`src/design/hpm_pkg.sv`:
```
// Package for the host port pin function mux: control fields, pin indices and modes.
// Assumes one 10 MHz clock domain and a synchronous active-low reset.
`default_nettype none
package hpm_pkg;

    // Port control bits presented as plain ports.
    localparam int HPM_CTL_W = 8;
    localparam int HPM_CTL_HOST_EN = 0; // Host function selected.
    localparam int HPM_CTL_GPIO_EN = 1; // General-purpose use selected.
    localparam int HPM_CTL_DBL_STROBE = 2; // Double data strobe bus.
    localparam int HPM_CTL_MUXED = 3; // Multiplexed address/data bus.
    localparam int HPM_CTL_DBL_REQ = 4; // Double host request mode.
    localparam int HPM_CTL_REQ_OD = 5; // Request outputs are open-drain.
    localparam int HPM_CTL_REQ_GPIO = 6; // Request pin used as port bit 14.

    // Polarity bits, a set bit means the signal is active high.
    localparam int HPM_POL_W = 4;
    localparam int HPM_POL_STROBE = 0; // Read, write and single strobes.
    localparam int HPM_POL_SELECT = 1; // Chip select.
    localparam int HPM_POL_REQ = 2; // All request outputs.
    localparam int HPM_POL_ACK = 3; // Acknowledge input.

    // Pin indices within the five-pin group and the matching port bit numbers.
    localparam int HPM_PINS = 5;
    localparam int HPM_PIN_RW = 0; // Port bit 11.
    localparam int HPM_PIN_DS = 1; // Port bit 12.
    localparam int HPM_PIN_CS = 2; // Port bit 13.
    localparam int HPM_PIN_REQ = 3; // Port bit 14.
    localparam int HPM_PIN_ACK = 4; // Port bit 15.
    localparam int HPM_PORT_BIT_BASE = 11;

    // Pin group roles.
    typedef enum logic [1:0] {
        HPM_ROLE_OFF = 2'b00,
        HPM_ROLE_HOST = 2'b01,
        HPM_ROLE_GPIO = 2'b10
    } hpm_role_e;

endpackage
`default_nettype wire

```
`src/design/hpm_sync.sv`:
```
// Two flip-flop synchroniser for the pin inputs of the host port group.
// Assumes the pins are asynchronous to ref_clk.
`timescale 1ns/1ps
`default_nettype none
module hpm_sync
(
    // Clock and reset.
    input wire logic ref_clk,
    input wire logic rst_n,
    // Raw pins and their synchronised copy.
    input wire logic [hpm_pkg::HPM_PINS-1:0] pin_in,
    output logic [hpm_pkg::HPM_PINS-1:0] pin_sync
);
    import hpm_pkg::*;

    // State of both stages, the first read only by the second.
    typedef struct packed {
        logic [HPM_PINS-1:0] meta;
        logic [HPM_PINS-1:0] sync;
    } hpm_sync_s;

    hpm_sync_s state_ff; // Registered state.
    hpm_sync_s nxt_state; // Next state.

    // Shift the pins through both stages.
    always_comb
    begin
        nxt_state = state_ff;
        nxt_state.meta = pin_in;
        nxt_state.sync = state_ff.meta;
    end

    // Register the stages, clearing them at reset.
    always_ff @(posedge ref_clk)
    begin
        if (!rst_n)
        begin
            state_ff <= '0;
        end
        else
        begin
            state_ff <= nxt_state;
        end
    end

    assign pin_sync = state_ff.sync;

endmodule
`default_nettype wire

```
`src/design/hpm_pin_mux.sv`:
```
// Pin function mux for the five upper control pins of the host port.
// Assumes control bits are quasi-static and come from ref_clk logic; pins are asynchronous.
// Functional notes
// - single strobe: rw pin is direction input
// - double strobe: rw pin is read strobe
// - single strobe: ds pin is data strobe
// - double strobe: ds pin is write strobe
// - non-muxed bus: select pin is chip select
// - muxed bus: select pin is address ten
// - single request: combined request, polarity, drive
// - double request: transmit request, polarity, drive
// - single request: acknowledge input, programmable level
// - double request: ack pin becomes receive request
// - gpio use: pins are bits 11, 12, 13, 15
// - bit 14 only when multiplexed and selected
// - stop mode isolates every pin
// - roles derive from port control bits
`timescale 1ns/1ps
`default_nettype none
module hpm_pin_mux
(
    // Clock and reset.
    input wire logic ref_clk,
    input wire logic rst_n,
    // Configuration from the port control and direction registers.
    input wire logic [hpm_pkg::HPM_CTL_W-1:0] port_control_reg,
    input wire logic [hpm_pkg::HPM_POL_W-1:0] port_polarity,
    input wire logic [hpm_pkg::HPM_PINS-1:0] port_direction_reg,
    input wire logic stop_mode,
    // Host logic request levels, active high.
    input wire logic host_req_int,
    input wire logic host_tx_req_int,
    input wire logic host_rx_req_int,
    // Port data to drive when a bit is an output.
    input wire logic [hpm_pkg::HPM_PINS-1:0] port_data_out,
    // Pad interface: output enable low means driven.
    input wire logic [hpm_pkg::HPM_PINS-1:0] pad_in,
    output logic [hpm_pkg::HPM_PINS-1:0] pad_out,
    output logic [hpm_pkg::HPM_PINS-1:0] pad_oe_n,
    // Decoded host signals, active high.
    output logic host_rw_dir_in,
    output logic host_read_strobe_in,
    output logic host_single_strobe_in,
    output logic host_write_strobe_in,
    output logic host_select_in,
    output logic host_addr_line_ten,
    output logic host_ack_in,
    output logic host_combined_request_out,
    output logic host_tx_request_out,
    output logic host_rx_request_out,
    // General purpose port input bits.
    output logic [hpm_pkg::HPM_PINS-1:0] port_data_in,
    output logic [hpm_pkg::HPM_PINS-1:0] port_bit_valid
);
    import hpm_pkg::*;

    // All registered state of the mux.
    typedef struct packed {
        hpm_role_e role;
        logic rw_dir;
        logic rd_stb;
        logic ds_stb;
        logic wr_stb;
        logic sel;
        logic addr10;
        logic ack;
        logic [HPM_PINS-1:0] gp_in;
        logic [HPM_PINS-1:0] gp_valid;
        logic [HPM_PINS-1:0] out_val;
        logic [HPM_PINS-1:0] oe_n;
    } hpm_mux_s;

    hpm_mux_s state_ff; // Registered state.
    hpm_mux_s nxt_state; // Next state.
    logic [HPM_PINS-1:0] pin_sync; // Synchronised pad levels.
    logic [HPM_CTL_W-1:0] ctl; // Short alias of the control bits.
    logic [HPM_POL_W-1:0] pol; // Short alias of the polarity bits.

    assign ctl = port_control_reg;
    assign pol = port_polarity;

    // Apply a programmable active level; a set polarity bit means active high.
    function automatic logic apply_pol(input logic lvl, input logic act_high);
        apply_pol = act_high ? lvl : ~lvl;
    endfunction

    // The request pin is port bit 14 only on a multiplexed bus with that use chosen.
    function automatic logic req_is_port_bit(input logic [HPM_CTL_W-1:0] c);
        req_is_port_bit = c[HPM_CTL_MUXED] && c[HPM_CTL_REQ_GPIO];
    endfunction

    // Pads pass two flip-flops before any decode reads them.
    hpm_sync u_sync
    (
        .ref_clk(ref_clk),
        .rst_n(rst_n),
        .pin_in(pad_in),
        .pin_sync(pin_sync)
    );

    // Decode the pin roles and fill the next state.
    always_comb
    begin
        nxt_state = '0;
        nxt_state.oe_n = '1;
        // Role follows the control bits; host wins when both are set.
        if (stop_mode)
        begin
            nxt_state.role = HPM_ROLE_OFF;
        end
        else if (ctl[HPM_CTL_HOST_EN])
        begin
            nxt_state.role = HPM_ROLE_HOST;
        end
        else if (ctl[HPM_CTL_GPIO_EN])
        begin
            nxt_state.role = HPM_ROLE_GPIO;
        end
        else
        begin
            nxt_state.role = HPM_ROLE_OFF;
        end
        unique case (nxt_state.role)
            HPM_ROLE_HOST:
            begin
                // Direction and strobes from the two shared strobe pins.
                if (ctl[HPM_CTL_DBL_STROBE])
                begin
                    nxt_state.rd_stb = apply_pol(pin_sync[HPM_PIN_RW], pol[HPM_POL_STROBE]);
                    nxt_state.wr_stb = apply_pol(pin_sync[HPM_PIN_DS], pol[HPM_POL_STROBE]);
                end
                else
                begin
                    nxt_state.rw_dir = pin_sync[HPM_PIN_RW];
                    nxt_state.ds_stb = apply_pol(pin_sync[HPM_PIN_DS], pol[HPM_POL_STROBE]);
                end
                // Select pin is chip select or address line ten.
                if (ctl[HPM_CTL_MUXED])
                begin
                    nxt_state.addr10 = pin_sync[HPM_PIN_CS];
                end
                else
                begin
                    nxt_state.sel = apply_pol(pin_sync[HPM_PIN_CS], pol[HPM_POL_SELECT]);
                end
                // Request pin: a port bit when muxed and so chosen.
                if (req_is_port_bit(ctl))
                begin
                    nxt_state.gp_valid[HPM_PIN_REQ] = 1'b1;
                    nxt_state.gp_in[HPM_PIN_REQ] = pin_sync[HPM_PIN_REQ];
                    nxt_state.out_val[HPM_PIN_REQ] = port_data_out[HPM_PIN_REQ];
                    nxt_state.oe_n[HPM_PIN_REQ] = ~port_direction_reg[HPM_PIN_REQ];
                end
                else if (ctl[HPM_CTL_DBL_REQ])
                begin
                    nxt_state.out_val[HPM_PIN_REQ] = apply_pol(host_tx_req_int, pol[HPM_POL_REQ]);
                    nxt_state.oe_n[HPM_PIN_REQ] = ctl[HPM_CTL_REQ_OD]
                        & (nxt_state.out_val[HPM_PIN_REQ] != 1'b0);
                end
                else
                begin
                    nxt_state.out_val[HPM_PIN_REQ] = apply_pol(host_req_int, pol[HPM_POL_REQ]);
                    nxt_state.oe_n[HPM_PIN_REQ] = ctl[HPM_CTL_REQ_OD]
                        & (nxt_state.out_val[HPM_PIN_REQ] != 1'b0);
                end
                // Acknowledge input or receive request output.
                if (ctl[HPM_CTL_DBL_REQ])
                begin
                    nxt_state.out_val[HPM_PIN_ACK] = apply_pol(host_rx_req_int, pol[HPM_POL_REQ]);
                    nxt_state.oe_n[HPM_PIN_ACK] = ctl[HPM_CTL_REQ_OD]
                        & (nxt_state.out_val[HPM_PIN_ACK] != 1'b0);
                end
                else
                begin
                    nxt_state.ack = apply_pol(pin_sync[HPM_PIN_ACK], pol[HPM_POL_ACK]);
                end
            end
            HPM_ROLE_GPIO:
            begin
                // Pins of bits 11, 12, 13 and 15 are port bits with their own direction.
                nxt_state.gp_valid = '1;
                nxt_state.gp_in = pin_sync;
                nxt_state.out_val = port_data_out;
                nxt_state.oe_n = ~port_direction_reg;
                // The request pin joins as bit 14 only on a multiplexed bus when chosen.
                if (!req_is_port_bit(ctl))
                begin
                    nxt_state.gp_valid[HPM_PIN_REQ] = 1'b0;
                    nxt_state.gp_in[HPM_PIN_REQ] = 1'b0;
                    nxt_state.out_val[HPM_PIN_REQ] = 1'b0;
                    nxt_state.oe_n[HPM_PIN_REQ] = 1'b1;
                end
            end
            HPM_ROLE_OFF:
            begin
                // Disconnected: nothing sampled or driven.
                nxt_state.oe_n = '1;
            end
            default:
            begin
                nxt_state.oe_n = '1;
            end
        endcase
    end

    // Register the decoded state; reset leaves all pins disconnected.
    always_ff @(posedge ref_clk)
    begin
        if (!rst_n)
        begin
            state_ff <= '0;
            state_ff.oe_n <= '1;
        end
        else
        begin
            state_ff <= nxt_state;
        end
    end

    // Drive pads and decoded inputs from the registered state; request outputs also use live control and request levels.
    assign pad_out = state_ff.out_val;
    assign pad_oe_n = state_ff.oe_n;
    assign host_rw_dir_in = state_ff.rw_dir;
    assign host_read_strobe_in = state_ff.rd_stb;
    assign host_single_strobe_in = state_ff.ds_stb;
    assign host_write_strobe_in = state_ff.wr_stb;
    assign host_select_in = state_ff.sel;
    assign host_addr_line_ten = state_ff.addr10;
    assign host_ack_in = state_ff.ack;
    assign host_combined_request_out = (state_ff.role == HPM_ROLE_HOST) && !ctl[HPM_CTL_DBL_REQ]
        && !req_is_port_bit(ctl) && host_req_int;
    assign host_tx_request_out = (state_ff.role == HPM_ROLE_HOST) && ctl[HPM_CTL_DBL_REQ]
        && !req_is_port_bit(ctl) && host_tx_req_int;
    assign host_rx_request_out = (state_ff.role == HPM_ROLE_HOST) && ctl[HPM_CTL_DBL_REQ] && host_rx_req_int;
    assign port_data_in = state_ff.gp_in;
    assign port_bit_valid = state_ff.gp_valid;

    // Checks of the pin roles.
    AST_STOP_ISOLATES: assert property (@(posedge ref_clk) disable iff (!rst_n)
        stop_mode |=> (pad_oe_n == '1) && (port_bit_valid == '0))
        else $error("Pin driven or sampled one cycle after stop.");
    AST_RESET_OFF: assert property (@(posedge ref_clk)
        !rst_n |=> (pad_oe_n == '1) && !host_select_in)
        else $error("Pins not disconnected after reset.");
    AST_GPIO_DIR: assert property (@(posedge ref_clk) disable iff (!rst_n)
        (!stop_mode && !ctl[HPM_CTL_HOST_EN] && ctl[HPM_CTL_GPIO_EN])
        |=> (pad_oe_n[HPM_PIN_CS:HPM_PIN_RW] == ~$past(port_direction_reg[HPM_PIN_CS:HPM_PIN_RW]))
        && (pad_oe_n[HPM_PIN_ACK] == ~$past(port_direction_reg[HPM_PIN_ACK])))
        else $error("Port bit direction does not follow the direction bits.");
    AST_BIT14_GATE: assert property (@(posedge ref_clk) disable iff (!rst_n)
        (ctl[HPM_CTL_HOST_EN] && !ctl[HPM_CTL_MUXED]) |=> !port_bit_valid[HPM_PIN_REQ])
        else $error("Bit 14 active on a non-multiplexed bus.");
    AST_REQ_POL: assert property (@(posedge ref_clk) disable iff (!rst_n)
        (!stop_mode && ctl[HPM_CTL_HOST_EN] && !ctl[HPM_CTL_REQ_GPIO] && !ctl[HPM_CTL_DBL_REQ] && !ctl[HPM_CTL_REQ_OD])
        |=> (pad_out[HPM_PIN_REQ] == ($past(host_req_int) ~^ $past(pol[HPM_POL_REQ])))
        && !pad_oe_n[HPM_PIN_REQ])
        else $error("Combined request level wrong.");
    AST_RX_OD: assert property (@(posedge ref_clk) disable iff (!rst_n)
        (!stop_mode && ctl[HPM_CTL_HOST_EN] && ctl[HPM_CTL_DBL_REQ] && ctl[HPM_CTL_REQ_OD])
        |=> (pad_oe_n[HPM_PIN_ACK] == pad_out[HPM_PIN_ACK]))
        else $error("Open-drain receive request drives high.");
    AST_ACK_LAT: assert property (@(posedge ref_clk) disable iff (!rst_n)
        (!stop_mode && ctl[HPM_CTL_HOST_EN] && !ctl[HPM_CTL_DBL_REQ] && pol[HPM_POL_ACK])[*3]
        |-> (host_ack_in == $past(pad_in[HPM_PIN_ACK], 3)))
        else $error("Acknowledge not three cycles behind the pad.");
    AST_SEL_MUX: assert property (@(posedge ref_clk) disable iff (!rst_n)
        (ctl[HPM_CTL_MUXED]) |=> !host_select_in)
        else $error("Chip select active on a multiplexed bus.");
    AST_RD_MODE: assert property (@(posedge ref_clk) disable iff (!rst_n)
        (!ctl[HPM_CTL_DBL_STROBE]) |=> !host_read_strobe_in && !host_write_strobe_in)
        else $error("Double strobe outputs active in single strobe mode.");
    AST_DS_MODE: assert property (@(posedge ref_clk) disable iff (!rst_n)
        (ctl[HPM_CTL_DBL_STROBE]) |=> !host_single_strobe_in && !host_rw_dir_in)
        else $error("Single strobe outputs active in double strobe mode.");
    // In general-purpose use without a multiplexed bus the request pin stays cut off.
    AST_GPIO_BIT14: assert property (@(posedge ref_clk) disable iff (!rst_n)
        (!stop_mode && !ctl[HPM_CTL_HOST_EN] && ctl[HPM_CTL_GPIO_EN] && !req_is_port_bit(ctl))
        |=> pad_oe_n[HPM_PIN_REQ] && !port_bit_valid[HPM_PIN_REQ])
        else $error("Bit 14 active without a multiplexed bus.");
    // An open-drain transmit request only ever pulls the wire low.
    AST_TX_OD: assert property (@(posedge ref_clk) disable iff (!rst_n)
        (!stop_mode && ctl[HPM_CTL_HOST_EN] && ctl[HPM_CTL_DBL_REQ] && ctl[HPM_CTL_REQ_OD] && !req_is_port_bit(ctl))
        |=> (pad_oe_n[HPM_PIN_REQ] == pad_out[HPM_PIN_REQ]))
        else $error("Open-drain transmit request drives high.");
    // With neither role chosen the whole group stays quiet.
    AST_OFF_QUIET: assert property (@(posedge ref_clk) disable iff (!rst_n)
        (!ctl[HPM_CTL_HOST_EN] && !ctl[HPM_CTL_GPIO_EN]) |=> (pad_oe_n == '1) && (port_bit_valid == '0))
        else $error("Pins active with no role selected.");
    // The acknowledge input is dead while its pin carries the receive request.
    AST_ACK_DBL: assert property (@(posedge ref_clk) disable iff (!rst_n)
        (ctl[HPM_CTL_HOST_EN] && ctl[HPM_CTL_DBL_REQ]) |=> !host_ack_in)
        else $error("Acknowledge input live in double request mode.");
    // Stop mode must also silence the decoded host inputs.
    AST_STOP_DECODE: assert property (@(posedge ref_clk) disable iff (!rst_n)
        stop_mode |=> !host_select_in && !host_ack_in && !host_single_strobe_in && !host_rw_dir_in)
        else $error("Host inputs decoded during stop.");

    // Cover points for the main scenarios.
    COV_HOST: cover property (@(posedge ref_clk) disable iff (!rst_n) state_ff.role == HPM_ROLE_HOST);
    COV_GPIO: cover property (@(posedge ref_clk) disable iff (!rst_n) state_ff.role == HPM_ROLE_GPIO);
    COV_STOP: cover property (@(posedge ref_clk) disable iff (!rst_n) stop_mode ##1 !stop_mode);
    COV_DBLREQ: cover property (@(posedge ref_clk) disable iff (!rst_n) host_rx_request_out);
    COV_BIT14: cover property (@(posedge ref_clk) disable iff (!rst_n) port_bit_valid[HPM_PIN_REQ]);

endmodule
`default_nettype wire

```
`config.mk`:
```
export PLATFORM = sky130hd
export DESIGN_NAME = hpm_pin_mux
export DESIGN_NICKNAME = d
export VERILOG_FILES = /design/src/design/hpm_pkg.sv /design/src/design/hpm_sync.sv /design/src/design/hpm_pin_mux.sv
export SDC_FILE = /design/constraint.sdc
export NUM_CORES = 1
export LEC_CHECK = 0
export BUFFER_PORTS_ARGS = -buffer_cell sky130_fd_sc_hd__clkbuf_2
export CAP_MARGIN = 40
export CORE_ASPECT_RATIO = 1.25
export CORE_MARGIN = 5
export CORE_UTILIZATION = 47
export CTS_BUF_LIST = sky130_fd_sc_hd__clkbuf_2
export CTS_CLUSTER_SIZE = 24
export DETAILED_ROUTE_END_ITERATION = 6
export PLACE_DENSITY = 0.8
export SETUP_SLACK_MARGIN = 0.3
export SLEW_MARGIN = 15
export SYNTH_ARGS = -nofsm -noshare
export SYNTH_HDL_FRONTEND = slang
export SYNTH_HIERARCHICAL = 1
export SYNTH_SLANG_ARGS = --single-unit
```
`constraint.sdc`:
```
create_clock -name ref_clk -period 1 [get_ports ref_clk]
set_input_delay 0.1 -clock ref_clk [delete_from_list [all_inputs] [get_ports ref_clk]]
set_output_delay 0.1 -clock ref_clk [all_outputs]
set_load 0.05 [all_outputs]
```
== Yosys cells after proc, flatten, opt, wreduce, memory -nomap -nowiden ==
Index checks and enable logic that the tools add are counted.

* Input port bits: 33
* Latch bits: 0
* Memories: 0
* Memory bits (read-only): 0
* Output and inout bits: 30
* Memory bits (writable): 0
* Register bits after elaboration: 39
* Logic and storage cells: 77

* Add/subtract/negate cells: 0
* $mul: 0
* Divide/modulo/power cells: 0
* Shift operators: 0
* Bitwise operators: 14
* Eq/ne operators: 3
* Reduce and logical (&&, ||, !) cells: 19
* Multiplexer cells: 23
* Order comparisons: 0

{| class="wikitable"
|+ Operators with widths
! cell !! number
|-
| two-way mux 1 bit || 17
|-
| inverter 1 bit || 10
|-
| AND reduction 3 bit || 3
|-
| OR reduction 3 bit || 3
|-
| logical AND 1 bit || 8
|-
| case mux 2 bit (2 select lines) || 2
|-
| two-way mux 2 bit || 3
|-
| inverter 5 bit || 1
|-
| == test 2 x 1 -> 1 bit (second input constant) || 2
|-
| AND reduction 2 bit || 2
|-
| AND 1 bit || 3
|-
| two-way mux 3 bit || 1
|-
| == test 2 bit (second input constant) || 1
|-
| logical NOT 1 bit || 2
|-
| OR reduction 2 bit || 1
|}

== Depth between registers and ports, before layout ==
* Word-level depth: 6
* Depth in mapped cells: 4
* Depth with buffers taken out: 3

== Cells and area by module ==
The synthesis kept the hierarchy.

{| class="wikitable"
|+ Modules (own cells, without submodules)
! module !! sequential area each (um^2) !! cells an instance !! instances !! area an instance (um^2)
|-
| hpm_pin_mux || 520.5 || 95 || 1 || 1,028.5
|-
| hpm_sync || 200.2 || 20 || 1 || 262.8
|}

== Least setup slack after synthesis ==
Ideal clock, no wire load.

* Path type: register -> output
* Start point: register state_ff[27] (netlist name)
* End point: output host_combined_request_out
* Path buffers: 0
* Cell stages (with the launch flop): 4
* Required time: 0.900 ns
* Arrival time: 1.657 ns
* Setup slack: -0.757 ns
* Cells stage by stage: dfxtp_1 nor2b_1 nand2_1 nor3b_1

* Longest elaborated chain between the ends: 4

{| class="wikitable"
|+ Ends and longest elaborated chain
! what !! line !! text
|-
| start, declared || hpm_pin_mux.sv:73 || <nowiki>hpm_mux_s state_ff;</nowiki>
|-
| start signal, assigned || hpm_pin_mux.sv:216 || <nowiki>state_ff <= nxt_state;</nowiki>
|-
| == test 2 x 1 -> 1 bit || hpm_pin_mux.sv:230 || <nowiki>assign host_combined_request_out = (state_ff.role == HPM_ROLE_HOST) && !ctl[HPM_CTL_DBL_REQ]</nowiki>
|-
| logical AND 1 bit || hpm_pin_mux.sv:230 ||
|-
| logical AND 1 bit (2 in series) || hpm_pin_mux.sv:231 || <nowiki>&& !req_is_port_bit(ctl) && host_req_int;</nowiki>
|-
| end, declared || hpm_pin_mux.sv:48 || <nowiki>output logic host_combined_request_out,</nowiki>
|}

No other way between the ends.

== Final worst setup path ==
* Start point: register state_ff[27] (netlist name)
* End point: output host_tx_request_out

* Longest elaborated chain between the ends: 4

{| class="wikitable"
|+ Ends and longest elaborated chain
! what !! line !! text
|-
| == test 2 x 1 -> 1 bit || hpm_pin_mux.sv:232 || <nowiki>assign host_tx_request_out = (state_ff.role == HPM_ROLE_HOST) && ctl[HPM_CTL_DBL_REQ]</nowiki>
|-
| logical AND 1 bit || hpm_pin_mux.sv:232 ||
|-
| logical AND 1 bit (2 in series) || hpm_pin_mux.sv:233 || <nowiki>&& !req_is_port_bit(ctl) && host_tx_req_int;</nowiki>
|-
| end, declared || hpm_pin_mux.sv:49 || <nowiki>output logic host_tx_request_out,</nowiki>
|}

No other way between the ends.

==> PnR_summary.wiki <==
{| class="wikitable"
! Metric !! Value
|-
| Status || finished with violations
|-
| Failing checks || negative setup slack
|-
| Number of pins with negative max-slew slack in the final report || 0
|-
| Data required time at the worst endpoint || 0.90 ns
|-
| CTS tree || built
|-
| Die Ht || 68.6 um
|-
| Top fanout value on the critical path || 2
|-
| Layout fillers || ~110
|-
| Final Routed Wirelength || 4500 um
|-
| Length of routed met3 wiring || 307 um
|-
| Starting Density || between 40% and 50%
|-
| Part of the power in the clock network || 26.1%
|-
| Drt drc || 0
|-
| Worst path setup slack after routing || -0.532 ns
|-
| Average wire per standard cell || 20.2 um
|-
| Min-Delay Path Class || in2reg
|-
| Post-DRT Antenna Nets || 0
|-
| Overall global routing resource usage || roughly 23%
|-
| DRT Pass-1 Iters || 5
|-
| DR vias || between 1,000 and 1,500
|-
| Setup repair after global routing missed its margin || true
|-
| Commonest cells after routing, fill and taps aside || sky130_fd_sc_hd__clkbuf_2 (36), sky130_fd_sc_hd__dfxtp_2 (28), sky130_fd_sc_hd__dlygate4sd3_1 (19)
|-
| Count of nets after finishing || 221
|-
| Number of antenna violations at the first check in global routing || 0
|-
| Full die area || roughly 0.004 mm^2
|-
| Total of buffers placed on input and output ports || 61
|-
| # Max-Cap Violations || 0
|-
| Final hold vios || 0
|-
| Area of the core || around 0.0027 mm^2
|-
| Met2 routed WL || 2350 um
|-
| Mapped cell area || 0.00129 mm^2
|-
| Distinct cell type count of the synthesized netlist || 24
|-
| Sequential fraction of the synthesis area || 55.8%
|-
| Total Negative Setup Slacks || -2.72 ns
|-
| Insertion delay of the later-clocked pin in the worst-skew pair || 0.41 ns
|-
| DRC marker count from the first detailed-route iteration || 54
|-
| Most common cell after layout, fill and taps aside || sky130_fd_sc_hd__clkbuf_2
|-
| Sequential group share of total power || 56.3%
|-
| Internal power consumption || 0.00191 W
|-
| Number of instances in the synthesized netlist || between 100 and 150
|-
| Row Count || 21
|-
| Leakage dissipation || 1.04 nW
|-
| Area growth, synth to finish || 81.3%
|-
| Share of the clock period used by the worst path || 153%
|-
| Master of the slowest instance on the critical path || sky130_fd_sc_hd__dfxtp_2
|-
| Synthesized netlist net count || 148
|-
| CTS sink count || 36
|-
| Layout Skew || between 0.03 and 0.04 ns
|-
| Total of warnings raised by yosys || 6
|-
| Clock slew at the register clock pins of the worst setup and hold paths || approximately 0.21 ns
|-
| First-pass GRT wire length || about 6500 um
|-
| Pre-CTS WS || -0.0304 ns
|-
| Final Wtd Congestion || 0.693
|-
| H-Tree Depth || 2
|-
| Power density over the cells || 1140 mW/mm^2
|-
| Switching portion of total power || between 20% and 30%
|-
| TritonCTS Buffers || 5
|-
| Num ports || 63
|-
| Final worst path period need || 1.53 ns
|-
| Clk buf depth || 2
|-
| Top Layer Used || met4
|-
| Top achievable clock speed || 653 MHz
|-
| Antenna diodes || 0
|-
| Slew Limit Headroom || 78.7%
|-
| Share of total power in combinational logic || 17.7%
|-
| WL met1 || 1550 um
|-
| Pin count of the biggest net entering global routing || 14
|-
| Critical Path AT || 1.43 ns
|-
| Clock root buffer || sky130_fd_sc_hd__clkbuf_2
|-
| Nature of the critical path endpoint || output port
|-
| Measured slew at the worst slew-check pin || 0.314 ns
|-
| Final global-route overflow total || 0
|-
| Startpoint types || flip-flop
|-
| Share of layout cells above drive strength 1 || 64.0%
|-
| Net Switching || ~0.00076 W
|-
| Vias in the first global route || 1,265
|-
| Count of endpoints failing setup in the final report || 25
|-
| Class of the most critical setup path || reg2out
|-
| Fin Hold WS || 0.0153 ns
|-
| #FFs+latches synth || 36
|-
| Detailed-route vias per instance || 5.04
|-
| Horiz. Die Dim || between 50 and 60 um
|-
| Post-Synthesis Mean Instance Area || about 11 um^2
|-
| Delay of the slowest cell on the worst path || 0.38 ns
|-
| Maximum vdd drop || 0.00118 V
|-
| Cells along the critical path || nor2b_4 -> nand2_4 -> buf_4 -> nor2_4 -> buf_8
|-
| Share of the core filled with cells || 88.2%
|}
-- layout make-up --
type / instances / area [um^2] / area share (%)
well taps: 34 / 42.5 / 1.82
flip-flops and latches: 36 / 759 / 32.4
clock inverters: 1 / 3.75 / 0.160
clock buffers: 7 / 35.0 / 1.50
multi-input cells: 56 / 472 / 20.1
inverters: 1 / 3.75 / 0.160
repair buffers: 88 / 1020 / 43.8
-- through the flow --
| stage | power (W) | area (um^2) | std cells |
|---|---|---|---|
| finish | 0.00268 | 2340 | 223 |
| global placement | 0.00181 | 1570 | 192 |
| floorplan | 0.00172 | 1330 | 115 |
| detailed placement | 0.00183 | 1570 | 192 |
| global route | 0.00276 | 2340 | 223 |
| CTS | 0.00256 | 2260 | 223 |
-- cell usage after synthesis (all sizes together) --
| master | number | area [um^2] |
|---|---|---|
| xnor2 | 2 | 17.5 |
| buf | 22 | 173 |
| and3 | 3 | 20.0 |
| a22o | 1 | 8.76 |
| and2 | 18 | 113 |
| nand3b | 3 | 26.3 |
| nand2b | 1 | 13.8 |
| a21oi | 1 | 5.00 |
| a32oi | 2 | 17.5 |
| a32o | 1 | 10.0 |
| nand2 | 7 | 26.3 |
| dfxtp | 36 | 721 |
| mux2i | 1 | 13.8 |
| nor2b | 1 | 6.26 |
| nor2 | 2 | 7.51 |
| xor2 | 4 | 35.0 |
| nor3b | 5 | 48.8 |
| inv | 1 | 3.75 |
| nor3 | 4 | 25.0 |
-- logic make-up after synthesis --
| family | Yosys count | share of synthesized area (%) |
|---|---|---|
| buf+inv | 23 | 13.7 |
| simple gates | 44 | 22.2 |
| mux | 1 | 1.07 |
| compound gates | 5 | 3.20 |
| xor+xnor | 6 | 4.07 |
| flops | 36 | 55.8 |
-- timing repair --
item,CTS,global route
pin swaps,2,3
hold buffers,21,1
resized for setup,95,33
setup buffers,2,0
hold endpoints to repair,22,3
endpoints found under the setup margin,34,40
cloned,0,0
-- worst max-delay path: cells and delay by family (launching register included) --
family | cells | cell delay, ns
AND/OR/NAND/NOR | 3 | 0.34
buffers and inverters | 2 | 0.29
flip-flops | 1 | 0.38
-- sequential cells by signal (all words and copies together), names as in the netlist, 2 cells and up --
signal and count:
u_sync/pin_sync 5, port_data_in 5, pad_oe_n 5, port_bit_valid 2
state_ff 2, pad_out 5, u_sync/nxt_state 5
-- metal layers --
metal / up-vias / track usage, %
li1: 503 / -
met1: 521 / 20.2
met2: 77 / 43.1
met3: 23 / 6.33
met4: 0 / 20.3
met5: - / 0
-- power groups by stage --
stage | registers (W) | logic [W] | clock network [W]
after global placement | 0.00152 | 0.000298 | 0
after CTS | 0.00149 | 0.000428 | 0.000641
after detailed placement | 0.00152 | 0.000306 | 0
after floorplan | 0.00153 | 0.000190 | 0
final | 0.00151 | 0.000473 | 0.000698
after global routing | 0.00151 | 0.000493 | 0.000752
-- worst paths after layout --
path	to	slack (ns)	depth (start not counted)	start
hold / removal	port_bit_valid[2]	0.02	3	stop_mode
setup / recovery	host_tx_request_out	-0.53	5	state_ff[27]
hold reg to reg	u_sync/pin_sync[4]	0.45	1	u_sync/nxt_state[4]
setup reg to reg	host_write_strobe_in	0.26	2	u_sync/pin_sync[1]
(Power assumes the default switching activity.)
